===== src/lcd_defines.vh =====
`ifndef LCD_DEFINES_VH
`define LCD_DEFINES_VH
// Full command codes.
`define LCD_CMD_DISP_OFF 8'hae
`define LCD_CMD_DISP_ON 8'haf
`define LCD_CMD_MAP_NORM 8'ha0
`define LCD_CMD_MAP_REV 8'ha1
`define LCD_CMD_BIAS_9 8'ha2
`define LCD_CMD_BIAS_7 8'ha3
`define LCD_CMD_ALL_NORM 8'ha4
`define LCD_CMD_ALL_ON 8'ha5
`define LCD_CMD_INV_NORM 8'ha6
`define LCD_CMD_INV_ON 8'ha7
`define LCD_CMD_SAVE_STBY 8'ha8
`define LCD_CMD_SAVE_SLEEP 8'ha9
`define LCD_CMD_OSC_ON 8'hab
`define LCD_CMD_IND_OFF 8'hac
`define LCD_CMD_IND_ON 8'had
`define LCD_CMD_LEVEL_MODE 8'h81
`define LCD_CMD_RMW 8'he0
`define LCD_CMD_SAVE_EXIT 8'he1
`define LCD_CMD_RESET 8'he2
`define LCD_CMD_NO_OP 8'he3
`define LCD_CMD_NLINE_OFF 8'he4
`define LCD_CMD_RMW_END 8'hee
// Prefix codes and their compare masks.
`define LCD_PFX_START 8'h40
`define LCD_MSK_START 8'hc0
`define LCD_PFX_PAGE 8'hb0
`define LCD_PFX_COLH 8'h10
`define LCD_PFX_COLL 8'h00
`define LCD_PFX_NLINE 8'h30
`define LCD_PFX_TEST 8'hf0
`define LCD_MSK_NIB 8'hf0
`define LCD_PFX_SCAN 8'hc0
`define LCD_PFX_PWR 8'h28
`define LCD_PFX_RATIO 8'h20
`define LCD_MSK_3B 8'hf8
// Reset values.
`define LCD_RST_LEVEL 6'h20
`define LCD_RST_RATIO 3'h0
`define LCD_RST_NLINE 4'h0
`endif


===== src/lcd_command_decoder.v =====
// What this block does
// - AE/AF switch display off or on.
// - 01xxxxxx loads display start line.
// - 1011xxxx loads page address.
// - 0001/0000 load column high/low nibble.
// - Data write stores byte at page/column.
// - Data read returns byte at page/column.
// - Bit 0 chooses segment order normal/reversed.
// - A6/A7 choose normal or inverted display.
// - A4/A5 force all pixels on, memory kept.
// - A2/A3 choose bias 1/9 or 1/7.
// - Read-modify-write: writes advance; end restores column.
// - 1100x*** sets common scan direction.
// - 00101xxx loads power circuit state.
// - 00100xxx loads resistor ratio.
// - 81 then byte loads six-bit drive level.
// - AC/AD indicator; on takes blink byte.
// - A8/A9 power save; E1 restores.
// - 0011xxxx loads reversal line count.
// - E4 cancels line reversal, keeps count.
// - AB starts built-in oscillator.
// - 1111xxxx test state; reset or no-op leave.
// - Pending two-byte command accepts only argument.
// - Blink field: off, half, one second, on.
// - Line count 1..15 means 2..16 lines.
// - Power bits: booster, regulator, follower.
`timescale 1ns/1ps
`default_nettype none
`include "lcd_defines.vh"
module lcd_command_decoder #(
    parameter PAGE_W = 4,
    parameter COL_W = 8,
    parameter FIFO_DEPTH = 8
) (
    input wire clk_sys_in,
    input wire reset_n_in,
    input wire chip_reset_n_in,
    input wire wr_stb_in,
    input wire rd_stb_in,
    input wire cmd_data_select_in,
    input wire [7:0] wr_data_in,
    output wire wr_ready_out,
    output reg [7:0] rd_data_out,
    output reg rd_valid_out,
    output wire mem_we_out,
    output wire [PAGE_W+COL_W-1:0] mem_waddr_out,
    output wire [7:0] mem_wdata_out,
    input wire mem_wready_in,
    output wire [PAGE_W+COL_W-1:0] mem_raddr_out,
    input wire [7:0] mem_rdata_in,
    output wire display_on_out,
    output wire [5:0] start_line_out,
    output wire [PAGE_W-1:0] page_addr_out,
    output wire [COL_W-1:0] col_addr_out,
    output wire segment_reverse_out,
    output wire disp_invert_out,
    output wire all_on_out,
    output wire bias_1_7_out,
    output wire common_reverse_out,
    output wire booster_en_out,
    output wire regulator_en_out,
    output wire follower_en_out,
    output wire [2:0] resistor_ratio_out,
    output wire [5:0] lcd_drive_level_out,
    output wire indicator_on_out,
    output wire [1:0] indicator_blink_out,
    output wire power_save_out,
    output wire sleep_out,
    output wire osc_on_out,
    output wire [3:0] nline_count_out,
    output wire nline_active_out,
    output wire test_mode_out,
    output wire rmw_active_out
);
    ////////////////////////////////////////////////////////////////////////
    // Decoder states, one-hot.
    localparam ST_IDLE = 4'b0001;
    localparam ST_LEVEL = 4'b0010;
    localparam ST_IND = 4'b0100;
    localparam ST_TEST = 4'b1000;

    reg [3:0] state_q, state_d;
    reg disp_on_q, mirror_q, inv_q, all_on_q, bias_q, scan_rev_q;
    reg [5:0] start_q, level_q;
    reg [PAGE_W-1:0] page_q;
    reg [COL_W-1:0] col_q, rmw_col_q;
    reg [2:0] pwr_q, ratio_q;
    reg ind_on_q, save_q, sleep_q, osc_q, nline_act_q, rmw_q;
    reg [1:0] blink_q;
    reg [3:0] nline_q;
    wire rst_all, cmd_wr, data_wr, data_rd, fifo_in_ready;

    // Match a byte against a prefix under a mask.
    function match;
        input [7:0] b;
        input [7:0] pfx;
        input [7:0] msk;
        begin
            match = ((b & msk) == pfx);
        end
    endfunction

    // While an argument is pending, the reset code is taken as that argument.
    assign cmd_wr = wr_stb_in && !cmd_data_select_in;
    assign rst_all = !chip_reset_n_in || (cmd_wr && wr_data_in == `LCD_CMD_RESET
        && state_q != ST_LEVEL && state_q != ST_IND);
    // A data write is only taken when the queue has room; the host sees ready.
    assign data_wr = wr_stb_in && cmd_data_select_in && fifo_in_ready;
    assign data_rd = rd_stb_in && cmd_data_select_in;
    assign wr_ready_out = !cmd_data_select_in || fifo_in_ready;

    ////////////////////////////////////////////////////////////////////////
    // Data writes queue up with their address so memory back-pressure stalls the host.
    lcd_fifo #(
        .WIDTH(PAGE_W + COL_W + 8),
        .DEPTH(FIFO_DEPTH),
        .AW(3)
    ) u_wfifo (
        .clk_sys_in(clk_sys_in),
        .reset_n_in(reset_n_in),
        .in_valid_in(data_wr),
        .in_ready_out(fifo_in_ready),
        .in_data_in({page_q, col_q, wr_data_in}),
        .out_valid_out(mem_we_out),
        .out_ready_in(mem_wready_in),
        .out_data_out({mem_waddr_out, mem_wdata_out})
    );

    // Reads see the current address; memory is combinational on its read port.
    assign mem_raddr_out = {page_q, col_q};

    // Read data is registered for one cycle. Reads may overtake queued writes.
    always @(posedge clk_sys_in or negedge reset_n_in) begin
        if (!reset_n_in) begin
            rd_data_out <= 8'h00;
            rd_valid_out <= 1'b0;
        end else begin
            rd_valid_out <= data_rd;
            if (data_rd) begin
                rd_data_out <= mem_rdata_in;
            end
        end
    end

    ////////////////////////////////////////////////////////////////////////
    // Next-state logic for the two-byte and test states.
    always @* begin
        state_d = state_q;
        case (state_q)
            ST_IDLE: begin
                if (cmd_wr && wr_data_in == `LCD_CMD_LEVEL_MODE) begin
                    state_d = ST_LEVEL;
                end else if (cmd_wr && wr_data_in == `LCD_CMD_IND_ON) begin
                    state_d = ST_IND;
                end else if (cmd_wr && match(wr_data_in, `LCD_PFX_TEST, `LCD_MSK_NIB)) begin
                    state_d = ST_TEST;
                end
            end
            ST_LEVEL, ST_IND: begin
                if (cmd_wr) begin
                    state_d = ST_IDLE;
                end
            end
            ST_TEST: begin
                if (cmd_wr && wr_data_in == `LCD_CMD_NO_OP) begin
                    state_d = ST_IDLE;
                end
            end
            default: state_d = ST_IDLE;
        endcase
    end

    // Initial control values shared by every reset; only constants are loaded.
    task load_initial;
        begin
            state_q <= ST_IDLE;
            disp_on_q <= 1'b0;
            start_q <= 6'h00;
            page_q <= {PAGE_W{1'b0}};
            col_q <= {COL_W{1'b0}};
            mirror_q <= 1'b0;
            inv_q <= 1'b0;
            all_on_q <= 1'b0;
            bias_q <= 1'b0;
            scan_rev_q <= 1'b0;
            pwr_q <= 3'h0;
            ratio_q <= `LCD_RST_RATIO;
            level_q <= `LCD_RST_LEVEL;
            ind_on_q <= 1'b0;
            blink_q <= 2'h0;
            save_q <= 1'b0;
            sleep_q <= 1'b0;
            nline_q <= `LCD_RST_NLINE;
            nline_act_q <= 1'b0;
            rmw_q <= 1'b0;
        end
    endtask

    // Command register file. Pending and test states block ordinary decode.
    always @(posedge clk_sys_in or negedge reset_n_in) begin
        if (!reset_n_in) begin
            load_initial;
            osc_q <= 1'b0;
            rmw_col_q <= {COL_W{1'b0}};
        end else if (rst_all) begin
            // Pin or command reset keeps the oscillator running.
            load_initial;
        end else begin
            state_q <= state_d;
            // Only writes advance the column in read-modify-write.
            if (data_wr && rmw_q) begin
                col_q <= col_q + 1'b1;
            end
            if (cmd_wr && state_q == ST_LEVEL) begin
                level_q <= wr_data_in[5:0];
            end else if (cmd_wr && state_q == ST_IND) begin
                blink_q <= wr_data_in[1:0];
            end else if (cmd_wr && state_q == ST_IDLE) begin
                case (wr_data_in)
                    `LCD_CMD_DISP_OFF, `LCD_CMD_DISP_ON: disp_on_q <= wr_data_in[0];
                    `LCD_CMD_MAP_NORM, `LCD_CMD_MAP_REV: mirror_q <= wr_data_in[0];
                    `LCD_CMD_INV_NORM, `LCD_CMD_INV_ON: inv_q <= wr_data_in[0];
                    `LCD_CMD_ALL_NORM, `LCD_CMD_ALL_ON: all_on_q <= wr_data_in[0];
                    `LCD_CMD_BIAS_9, `LCD_CMD_BIAS_7: bias_q <= wr_data_in[0];
                    `LCD_CMD_IND_OFF, `LCD_CMD_IND_ON: ind_on_q <= wr_data_in[0];
                    `LCD_CMD_SAVE_STBY, `LCD_CMD_SAVE_SLEEP: begin
                        save_q <= 1'b1;
                        sleep_q <= wr_data_in[0];
                    end
                    `LCD_CMD_SAVE_EXIT: begin
                        // Stored settings were never touched, so leaving restores them.
                        save_q <= 1'b0;
                        sleep_q <= 1'b0;
                    end
                    `LCD_CMD_OSC_ON: osc_q <= 1'b1;
                    `LCD_CMD_NLINE_OFF: nline_act_q <= 1'b0;
                    `LCD_CMD_RMW: begin
                        rmw_q <= 1'b1;
                        rmw_col_q <= col_q;
                    end
                    `LCD_CMD_RMW_END: begin
                        rmw_q <= 1'b0;
                        col_q <= rmw_col_q;
                    end
                    default: begin
                        if (match(wr_data_in, `LCD_PFX_START, `LCD_MSK_START)) begin
                            start_q <= wr_data_in[5:0];
                        end else if (match(wr_data_in, `LCD_PFX_PAGE, `LCD_MSK_NIB)) begin
                            page_q <= wr_data_in[PAGE_W-1:0];
                        end else if (match(wr_data_in, `LCD_PFX_COLH, `LCD_MSK_NIB)) begin
                            col_q[COL_W-1:COL_W-4] <= wr_data_in[3:0];
                        end else if (match(wr_data_in, `LCD_PFX_COLL, `LCD_MSK_NIB)) begin
                            col_q[3:0] <= wr_data_in[3:0];
                        end else if (match(wr_data_in, `LCD_PFX_SCAN, `LCD_MSK_NIB)) begin
                            scan_rev_q <= wr_data_in[3];
                        end else if (match(wr_data_in, `LCD_PFX_PWR, `LCD_MSK_3B)) begin
                            pwr_q <= wr_data_in[2:0];
                        end else if (match(wr_data_in, `LCD_PFX_RATIO, `LCD_MSK_3B)) begin
                            ratio_q <= wr_data_in[2:0];
                        end else if (match(wr_data_in, `LCD_PFX_NLINE, `LCD_MSK_NIB)) begin
                            nline_q <= wr_data_in[3:0];
                            nline_act_q <= (wr_data_in[3:0] != 4'h0);
                        end
                        // Anything else, no-op included, leaves the settings alone.
                    end
                endcase
            end
        end
    end

    ////////////////////////////////////////////////////////////////////////
    // Status outputs; power save forces the drive system off without losing settings.
    assign display_on_out = disp_on_q && !save_q;
    assign start_line_out = start_q;
    assign page_addr_out = page_q;
    assign col_addr_out = col_q;
    assign segment_reverse_out = mirror_q;
    assign disp_invert_out = inv_q;
    assign all_on_out = all_on_q;
    assign bias_1_7_out = bias_q;
    assign common_reverse_out = scan_rev_q;
    assign booster_en_out = pwr_q[2] && !save_q;
    assign regulator_en_out = pwr_q[1] && !save_q;
    assign follower_en_out = pwr_q[0] && !save_q;
    assign resistor_ratio_out = ratio_q;
    assign lcd_drive_level_out = level_q;
    assign indicator_on_out = ind_on_q && !sleep_q;
    assign indicator_blink_out = blink_q;
    assign power_save_out = save_q;
    assign sleep_out = sleep_q;
    assign osc_on_out = osc_q && !sleep_q;
    assign nline_count_out = nline_q;
    assign nline_active_out = nline_act_q;
    assign test_mode_out = (state_q == ST_TEST);
    assign rmw_active_out = rmw_q;
endmodule // lcd_command_decoder
`default_nettype wire


===== src/lcd_fifo.v =====
`timescale 1ns/1ps
`default_nettype none
// Small flip-flop FIFO; the write queue between the bus and display memory.
module lcd_fifo #(
    parameter WIDTH = 8,
    parameter DEPTH = 8,
    parameter AW = 3
) (
    input wire clk_sys_in,
    input wire reset_n_in,
    input wire in_valid_in,
    output wire in_ready_out,
    input wire [WIDTH-1:0] in_data_in,
    output wire out_valid_out,
    input wire out_ready_in,
    output wire [WIDTH-1:0] out_data_out
);
    reg [WIDTH-1:0] mem_q [0:DEPTH-1];
    reg [AW-1:0] wr_q;
    reg [AW-1:0] rd_q;
    reg [AW:0] cnt_q;
    wire push, pop;

    // Full and empty come straight from the occupancy count.
    assign in_ready_out = (cnt_q != DEPTH[AW:0]);
    assign out_valid_out = (cnt_q != {(AW+1){1'b0}});
    assign out_data_out = mem_q[rd_q];
    assign push = in_valid_in && in_ready_out;
    assign pop = out_valid_out && out_ready_in;

    // Storage has no reset; only pointers and count do.
    always @(posedge clk_sys_in) begin
        if (push) begin
            mem_q[wr_q] <= in_data_in;
        end
    end

    // Pointers wrap at the depth, which need not be a power of two.
    always @(posedge clk_sys_in or negedge reset_n_in) begin
        if (!reset_n_in) begin
            wr_q <= {AW{1'b0}};
            rd_q <= {AW{1'b0}};
            cnt_q <= {(AW+1){1'b0}};
        end else begin
            if (push) begin
                wr_q <= (wr_q == DEPTH[AW-1:0] - 1'b1) ? {AW{1'b0}} : wr_q + 1'b1;
            end
            if (pop) begin
                rd_q <= (rd_q == DEPTH[AW-1:0] - 1'b1) ? {AW{1'b0}} : rd_q + 1'b1;
            end
            cnt_q <= cnt_q + {{AW{1'b0}}, push} - {{AW{1'b0}}, pop};
        end
    end
endmodule // lcd_fifo
`default_nettype wire


===== config.mk =====
export PLATFORM = sky130hd
export DESIGN_NAME = lcd_command_decoder
export DESIGN_NICKNAME = d
export VERILOG_FILES = /design/src/lcd_command_decoder.v /design/src/lcd_fifo.v
export VERILOG_INCLUDE_DIRS = /design/src
export SDC_FILE = /design/constraint.sdc
export NUM_CORES = 1
export LEC_CHECK = 0
export BUFFER_PORTS_ARGS = -buffer_cell sky130_fd_sc_hd__buf_2
export CORE_MARGIN = 3
export CORE_UTILIZATION = 33
export CTS_CLUSTER_SIZE = 14
export DETAILED_ROUTE_END_ITERATION = 7
export GPL_ROUTABILITY_DRIVEN = 0
export SYNTH_ARGS = -nofsm -noshare
export SYNTH_HDL_FRONTEND = slang
export SYNTH_HIERARCHICAL = 1
export SYNTH_SLANG_ARGS = --single-unit

===== constraint.sdc =====
create_clock -name clk_sys_in -period 4.1 [get_ports clk_sys_in]
set_input_delay 1.025 -clock clk_sys_in [delete_from_list [all_inputs] [get_ports clk_sys_in]]
set_output_delay 1.025 -clock clk_sys_in [all_outputs]
set_load 0.05 [all_outputs]

==> flow_results.xml, run 1 <==
<?xml version="1.0" encoding="UTF-8"?>
<metrics>
  <group name="synth">
    <metric name="synth-edff-count" unit="">160</metric>
    <metric name="netlist.top_cell.by_area" unit="">edfxtp_1</metric>
    <metric name="yosys_warnings" unit="">6</metric>
    <metric name="synthesis.instances" unit="">631</metric>
    <metric name="ys_seq_elements" unit="">239</metric>
    <metric name="synth.cell_area" unit="mm2">0.0104</metric>
    <metric name="number_of_distinct_library_cells_after_synthesis" unit="">59</metric>
    <metric name="ys_async_sr_fraction" unit="%">33.1</metric>
    <metric name="synth_top_area_share" unit="%">46.3</metric>
    <metric name="seq_area_frac_synth" unit="%">65.4</metric>
    <metric name="synth_top_cells_by_area" unit="">edfxtp_1, dfrtp_1, mux4_1</metric>
    <metric name="synth.net_count" unit="">666</metric>
    <metric name="synth-main-ff-cell" unit="">edfxtp_1</metric>
    <metric name="postSynthAreaPerCell" unit="um2">16.4</metric>
  </group>
  <group name="timing">
    <metric name="finalSetupViolCount" unit="">0</metric>
    <metric name="achievable-frequency" unit="MHz">295</metric>
    <metric name="final_hold_vio_count" unit="">0</metric>
    <metric name="timing.final.crit_share" unit="%">82.6</metric>
    <metric name="timing_max_transition_violations_final" unit="">0</metric>
    <metric name="setup_repair_after_global_routing_missed_its_margin" unit="">no</metric>
    <metric name="worst_slew_margin_rel" unit="%">42.7</metric>
    <metric name="max_slew.worst_pin.slew" unit="ns">0.860</metric>
    <metric name="setup_tns" unit="ns">0</metric>
    <metric name="period_minus_slack" unit="ns">3.39</metric>
    <metric name="worst_clock_skew" unit="ns">0.00768</metric>
  </group>
  <group name="cts">
    <metric name="tritoncts_clock_tree" unit="">yes</metric>
    <metric name="post-cts-setup-buffer-count" unit="">0</metric>
    <metric name="clock_sink_count" unit="">239</metric>
    <metric name="cts-root-buf" unit="">clkbuf_16</metric>
    <metric name="number_of_buffers_inserted_for_hold_repair_after_clock_tree_synthesis" unit="">0</metric>
    <metric name="worst_skew_pair_later_pin_latency" unit="ns">0.53</metric>
    <metric name="htreeDepth" unit="">1</metric>
    <metric name="path_clk_slew" unit="ns">0.06</metric>
    <metric name="post_cts_resize_count" unit="">0</metric>
    <metric name="cts_buffer_depth" unit="">3</metric>
    <metric name="cts_inserted_buffers" unit="">25</metric>
  </group>
  <group name="placement">
    <metric name="io_buffer_count" unit="">114</metric>
    <metric name="place_hpwl" unit="um">14800</metric>
    <metric name="detailed_place.area" unit="mm2">0.0114</metric>
  </group>
  <group name="die">
    <metric name="initial_core_utilization" unit="%">33.7</metric>
    <metric name="die-width" unit="um">183</metric>
    <metric name="fp-row-count" unit="">64</metric>
    <metric name="design.core.area" unit="mm2">0.0308</metric>
    <metric name="ios" unit="">115</metric>
    <metric name="die_h" unit="um">183</metric>
    <metric name="die-area" unit="mm2">0.0336</metric>
  </group>
  <group name="routing">
    <metric name="detail-route-antenna-nets" unit="">0</metric>
    <metric name="wire_length_on_met3" unit="um">1500</metric>
    <metric name="dr_total_vias" unit="">5877</metric>
    <metric name="maxUsedRoutingLayer" unit="">met4</metric>
    <metric name="wirelength_met1" unit="um">10400</metric>
    <metric name="remaining_drc_errors" unit="">0</metric>
    <metric name="wl" unit="um">23700</metric>
    <metric name="first_iter_violations" unit="">340</metric>
    <metric name="routedWlPerCell" unit="um">20.4</metric>
    <metric name="first_pass_iters" unit="">4</metric>
    <metric name="met2_length" unit="um">11200</metric>
    <metric name="vias_per_cell" unit="">5.08</metric>
  </group>
  <group name="final_layout">
    <metric name="commonest_non_fill_non_tap_cell_in_the_layout" unit="">edfxtp_1</metric>
    <metric name="design_area" unit="mm2">0.0121</metric>
    <metric name="areaGrowthSynthToFinish" unit="%">16.8</metric>
    <metric name="layout-drive-gt1-share" unit="%">30.8</metric>
    <metric name="num-nets-final" unit="">778</metric>
    <metric name="antenna_cells_inserted" unit="">0</metric>
    <metric name="layout.cells.most_common_list" unit="">edfxtp_1, buf_2, dfrtp_1, nor2_1, mux2_2</metric>
  </group>
  <group name="global_routing">
    <metric name="grt.overflow.total" unit="">0</metric>
    <metric name="grt_use_total" unit="%">14.2</metric>
    <metric name="grt_pass1_wl" unit="um">37100</metric>
    <metric name="grt_max_degree" unit="">68</metric>
    <metric name="first_global_vias" unit="">6198</metric>
    <metric name="antenna_found_initial" unit="">0</metric>
  </group>
  <group name="setup_path">
    <metric name="timing.critical_path.from_type" unit="">flip-flop</metric>
    <metric name="r2r_start" unit="">u_wfifo/cnt_q[2]</metric>
    <metric name="worstReg2RegEnd" unit="">u_wfifo/cnt_q[3]</metric>
    <metric name="reg2reg_slack" unit="ns">1.43</metric>
    <metric name="endpoint_kind" unit="">primary output</metric>
    <metric name="crit_family" unit="">multiplexers</metric>
    <metric name="worst-setup-path-type" unit="">flip-flop to primary output</metric>
    <metric name="crit_slowest_cell" unit="">mux4_1</metric>
    <metric name="crit_path_max_incr_delay" unit="ns">0.64</metric>
    <metric name="critical_path.n_buffers_inverters" unit="">2</metric>
    <metric name="cp_arrival" unit="ns">2.36</metric>
    <metric name="critPathRequiredTime" unit="ns">3.07</metric>
    <metric name="critPathMaxFanout" unit="">43</metric>
    <metric name="worst-r2r-cell-count" unit="">11</metric>
    <metric name="timing.critical_path.cells" unit="">buf_12 -&gt; mux4_1 -&gt; mux2_2 -&gt; buf_2</metric>
  </group>
  <group name="power_and_ir_drop">
    <metric name="p_per_area" unit="mW/mm2">591</metric>
    <metric name="vdd_ir_drop_max" unit="mV">0.321</metric>
    <metric name="finalPower" unit="mW">7.16</metric>
    <metric name="p_leak" unit="nW">4.93</metric>
  </group>
  <group name="worst_hold_path">
    <metric name="sink_of_the_worst_hold_path" unit="">osc_q</metric>
    <metric name="hold_path_startpoint" unit="">osc_q</metric>
    <metric name="worstHoldPathType" unit="">flip-flop to flip-flop</metric>
    <metric name="min_delay_path_depth" unit="">1</metric>
  </group>
  <group name="run">
    <metric name="maxCapViolCount" unit="">0</metric>
  </group>
  <group name="outcome">
    <metric name="status" unit="">finished, final reports clean</metric>
  </group>
</metrics>
worst max path at each step:
stage	from	slack [ns]	depth (start not counted)	endpoint
finish	u_wfifo/rd_q[0]	0.71	4	mem_wdata_out[3]
global route	u_wfifo/rd_q[0]	0.62	4	mem_wdata_out[3]
CTS	u_wfifo/rd_q[0]	0.66	4	mem_wdata_out[3]
detailed placement	cmd_data_select_in	0.94	6	state_q[3]
global placement	cmd_data_select_in	1.02	7	page_addr_out[0]
floorplan	cmd_data_select_in	0.39	3	u_wfifo/mem_q[0][0]
cells by family (layout without fill, tap and decap cells):
| group | Yosys count | in the layout | synth area share, % |
|---|---|---|---|
| simple gates | 151 | 151 | 8.04 |
| compound gates | 45 | 45 | 3.15 |
| fa+ha+maj | 12 | 12 | 1.52 |
| mux | 117 | 117 | 17.8 |
| buf+inv | 57 | 188 | 3.26 |
| xor+xnor | 10 | 10 | 0.844 |
| flops | 239 | 239 | 65.4 |
routing by layer:
layer	track usage [%]	vias to the layer above
met5	0	-
met4	3.78	0
met3	2.70	33
met2	23.3	203
met1	19.6	2970
li1	-	2671
Yosys cell counts, drive strengths merged (3+ instances only):
master	instances
a21oi	4
a22oi	8
and3	4
buf	36
clkbuf	12
dfrtp	77
edfxtp	160
ha	11
inv	9
mux2	42
mux2i	35
mux4	40
nand2	20
nand2b	4
nand3	8
nand4	11
nor2	55
nor2b	14
nor3	12
nor3b	4
nor4	3
o2111ai	3
o21a	3
o21ai	7
o22a	3
o2bb2ai	3
xnor2	6
xor2	4
where the power goes:
part,internal (mW),switching (mW)
Combinational,0.793,1.39
Clock,1.20,0.922
Sequential,2.77,0.0870
area by class of cell:
| cell class | instances | area [um2] |
|---|---|---|
| Fill cell | 2858 | 18700 |
| Clock inverter | 13 | 106 |
| Sequential cell | 239 | 6790 |
| Tap cell | 396 | 495 |
| Timing Repair Buffer | 133 | 741 |
| Inverter | 9 | 33.8 |
| Multi-Input combinational cell | 335 | 3300 |
| Clock buffer | 33 | 656 |
state kept, by name, summed over array words and instances (netlist names), 2 cells and up:
| signal | cells |
|---|---|
| u_wfifo/wr_q | 3 |
| lcd_drive_level_out | 6 |
| u_wfifo/cnt_q | 4 |
| indicator_blink_out | 2 |
| rd_data_out | 8 |
| state_q | 4 |
| rmw_col_q | 8 |
| u_wfifo/rd_q | 3 |
| start_line_out | 6 |
| pwr_q | 3 |
| page_addr_out | 4 |
| nline_count_out | 4 |
| resistor_ratio_out | 3 |
| col_addr_out | 8 |
| u_wfifo/mem_q | 160 |
through the flow:
stage	setup slack, ns	util [%]	hold slack (ns)	std cells
after global routing	0.623	39.3	0.521	1158
final	0.714	39.3	0.489	1158
after global placement	1.02	36.8	0.462	1112
after CTS	0.658	39.3	0.496	1158
after floorplan	0.393	-	0.435	631
after detailed placement	0.943	36.8	0.470	1112
Power figures use the tool's default switching activity.
==> inputs of run 2 (changes only) <==
==> constraint.sdc (replaced) <==
create_clock -name clk_sys_in -period 3.2 [get_ports clk_sys_in]
set_input_delay 0.8 -clock clk_sys_in [delete_from_list [all_inputs] [get_ports clk_sys_in]]
set_output_delay 0.8 -clock clk_sys_in [all_outputs]
set_load 0.05 [all_outputs]
==> flow_results.xml, run 2 (same netlist as run 1, synthesis figures left out) <==
<?xml version="1.0" encoding="UTF-8"?>
<metrics>
  <group name="outcome">
    <metric name="status" unit="">finished, final reports clean</metric>
  </group>
  <group name="final_layout">
    <metric name="multi_input_area" unit="mm2">0.00331</metric>
    <metric name="n_fill_cell" unit="">2804</metric>
    <metric name="layout-drive-gt1-share" unit="%">32.6</metric>
    <metric name="largest_reg_flops" unit="">160</metric>
    <metric name="antenna_cells_inserted" unit="">0</metric>
    <metric name="commonest_non_fill_non_tap_cell_in_the_layout" unit="">edfxtp_1</metric>
    <metric name="layout.area.seq" unit="mm2">0.00679</metric>
    <metric name="regMostFlops" unit="">u_wfifo/mem_q</metric>
    <metric name="num-nets-final" unit="">787</metric>
    <metric name="layout.cells.most_common_list" unit="">edfxtp_1, buf_2, dfrtp_1, nor2_1, mux2_2</metric>
    <metric name="areaGrowthSynthToFinish" unit="%">18.2</metric>
    <metric name="util_after_layout" unit="%">39.8</metric>
  </group>
  <group name="power_and_ir_drop">
    <metric name="combinational_power_share" unit="%">30.1</metric>
    <metric name="p_per_area" unit="mW/mm2">766</metric>
    <metric name="power.share.sequential" unit="%">39.3</metric>
    <metric name="power_switching_share" unit="%">32.9</metric>
    <metric name="net-switching-power" unit="mW">3.10</metric>
    <metric name="finalPower" unit="mW">9.40</metric>
    <metric name="share_clk_of_total_power" unit="%">30.7</metric>
    <metric name="p_leak" unit="nW">5.02</metric>
    <metric name="vdd_ir_drop_max" unit="mV">0.328</metric>
    <metric name="p_int" unit="mW">6.30</metric>
  </group>
  <group name="cts">
    <metric name="cts-root-buf" unit="">clkbuf_16</metric>
    <metric name="cts_buffer_depth" unit="">3</metric>
    <metric name="number_of_buffers_inserted_for_hold_repair_after_clock_tree_synthesis" unit="">0</metric>
    <metric name="htreeDepth" unit="">1</metric>
    <metric name="tritoncts_clock_tree" unit="">yes</metric>
    <metric name="clock_sink_count" unit="">239</metric>
    <metric name="path_clk_slew" unit="ns">0.07</metric>
    <metric name="cts_inserted_buffers" unit="">25</metric>
    <metric name="post_cts_resize_count" unit="">0</metric>
    <metric name="post-cts-setup-buffer-count" unit="">2</metric>
    <metric name="worst_skew_pair_later_pin_latency" unit="ns">0.53</metric>
  </group>
  <group name="timing">
    <metric name="final_hold_slack" unit="ns">0.317</metric>
    <metric name="finalSetupViolCount" unit="">0</metric>
    <metric name="setup_repair_after_global_routing_missed_its_margin" unit="">no</metric>
    <metric name="timing_max_transition_violations_final" unit="">0</metric>
    <metric name="timing.final.crit_share" unit="%">97.3</metric>
    <metric name="worst_slew_margin_rel" unit="%">54.0</metric>
    <metric name="setup_tns" unit="ns">0</metric>
    <metric name="final_hold_vio_count" unit="">0</metric>
    <metric name="worst_clock_skew" unit="ns">0.0128</metric>
    <metric name="achievable-frequency" unit="MHz">321</metric>
    <metric name="timing.final.ws_setup" unit="ns">0.0865</metric>
    <metric name="period_minus_slack" unit="ns">3.11</metric>
    <metric name="max_slew.worst_pin.slew" unit="ns">0.690</metric>
  </group>
  <group name="routing">
    <metric name="remaining_drc_errors" unit="">0</metric>
    <metric name="maxUsedRoutingLayer" unit="">met4</metric>
    <metric name="met2_length" unit="um">10900</metric>
    <metric name="detail-route-antenna-nets" unit="">0</metric>
    <metric name="wirelength_met1" unit="um">11100</metric>
    <metric name="vias_per_cell" unit="">5.00</metric>
    <metric name="wl" unit="um">23800</metric>
    <metric name="first_iter_violations" unit="">404</metric>
    <metric name="routedWlPerCell" unit="um">20.4</metric>
    <metric name="wire_length_on_met3" unit="um">1400</metric>
    <metric name="first_pass_iters" unit="">4</metric>
    <metric name="dr_total_vias" unit="">5838</metric>
  </group>
  <group name="placement">
    <metric name="io_buffer_count" unit="">114</metric>
    <metric name="place_ws" unit="ns">0.525</metric>
    <metric name="place_hpwl" unit="um">14600</metric>
  </group>
  <group name="die">
    <metric name="die_h" unit="um">183</metric>
    <metric name="die-width" unit="um">183</metric>
    <metric name="fp-row-count" unit="">64</metric>
    <metric name="initial_core_utilization" unit="%">33.7</metric>
    <metric name="design.core.area" unit="mm2">0.0308</metric>
    <metric name="die-area" unit="mm2">0.0336</metric>
    <metric name="ios" unit="">115</metric>
  </group>
  <group name="global_routing">
    <metric name="grt_max_degree" unit="">52</metric>
    <metric name="grt_pass1_wl" unit="um">36700</metric>
    <metric name="first_global_vias" unit="">5974</metric>
    <metric name="grt.overflow.total" unit="">0</metric>
    <metric name="antenna_found_initial" unit="">0</metric>
    <metric name="grt_use_total" unit="%">14.0</metric>
  </group>
  <group name="setup_path">
    <metric name="endpoint_kind" unit="">primary output</metric>
    <metric name="worst-setup-path-type" unit="">flip-flop to primary output</metric>
    <metric name="critPathMaxFanout" unit="">7</metric>
    <metric name="timing.critical_path.from_type" unit="">flip-flop</metric>
    <metric name="critPathRequiredTime" unit="ns">2.40</metric>
    <metric name="cp_arrival" unit="ns">2.31</metric>
  </group>
  <group name="run">
    <metric name="maxCapViolCount" unit="">0</metric>
  </group>
  <group name="worst_hold_path">
    <metric name="worstHoldPathType" unit="">input port to asynchronous set/reset pin</metric>
  </group>
</metrics>
## run 2: cell count changes in the layout (fill, tap and decap cells not counted), sizes merged
cell,change
clkinv,+4
bufinv,+2
buf,+9
clkbuf,-6
## run 2: worst paths after layout
path / cells past startpoint / start / to / slack [ns]
max: 4 / u_wfifo/rd_q[0] / mem_wdata_out[3] / 0.09
min: 1 / reset_n_in / nline_active_out / 0.32
min in group clk_sys_in: 1 / osc_q / osc_q / 0.49
min reg2reg: 1 / osc_q / osc_q / 0.49
max reg2reg: 11 / u_wfifo/cnt_q[2] / u_wfifo/cnt_q[3] / 0.55
max in group asynchronous: 2 / reset_n_in / lcd_drive_level_out[5] / 2.21
## run 2: through the flow
stage	instance area, um2	std cells
2_1_floorplan	10400	631
3_3_place_gp	11400	1119
3_5_place_dp	11400	1119
4_1_cts	12300	1167
5_1_grt	12300	1167
6_report	12300	1167
## run 2: critical path, cell delays in order (launching register included)
cell	delay [ns]
dfrtp_2	0.48
buf_4	0.23
mux4_1	0.57
mux2_2	0.29
buf_2	0.21
## run 2: metal layers
layer,vias up,global-route usage (%)
met5,-,0
li1,2685,-
met4,0,2.65
met1,2964,20.3
met3,33,3.37
met2,156,22.0
## run 2: area by class of cell
| class | instances | share of cell area, % |
|---|---|---|
| sequential | 239 | 55.3 |
| timing repair buffer | 142 | 6.69 |
| clock inverter | 19 | 1.51 |
| inverter | 9 | 0.276 |
| clock buffer | 27 | 5.16 |
| tap | 396 | 4.04 |
| multi-input combinational | 335 | 27.0 |
## run 2: power by group through the flow
| stage | Combinational, mW | Clock [mW] | Sequential, mW |
|---|---|---|---|
| final | 2.82 | 2.88 | 3.69 |
| after global routing | 3.02 | 3.10 | 3.72 |
| after CTS | 2.88 | 2.97 | 3.69 |
| after detailed placement | 2.84 | 0 | 3.77 |
| after global placement | 2.82 | 0 | 3.76 |
| after floorplan | 2.15 | 0 | 3.76 |
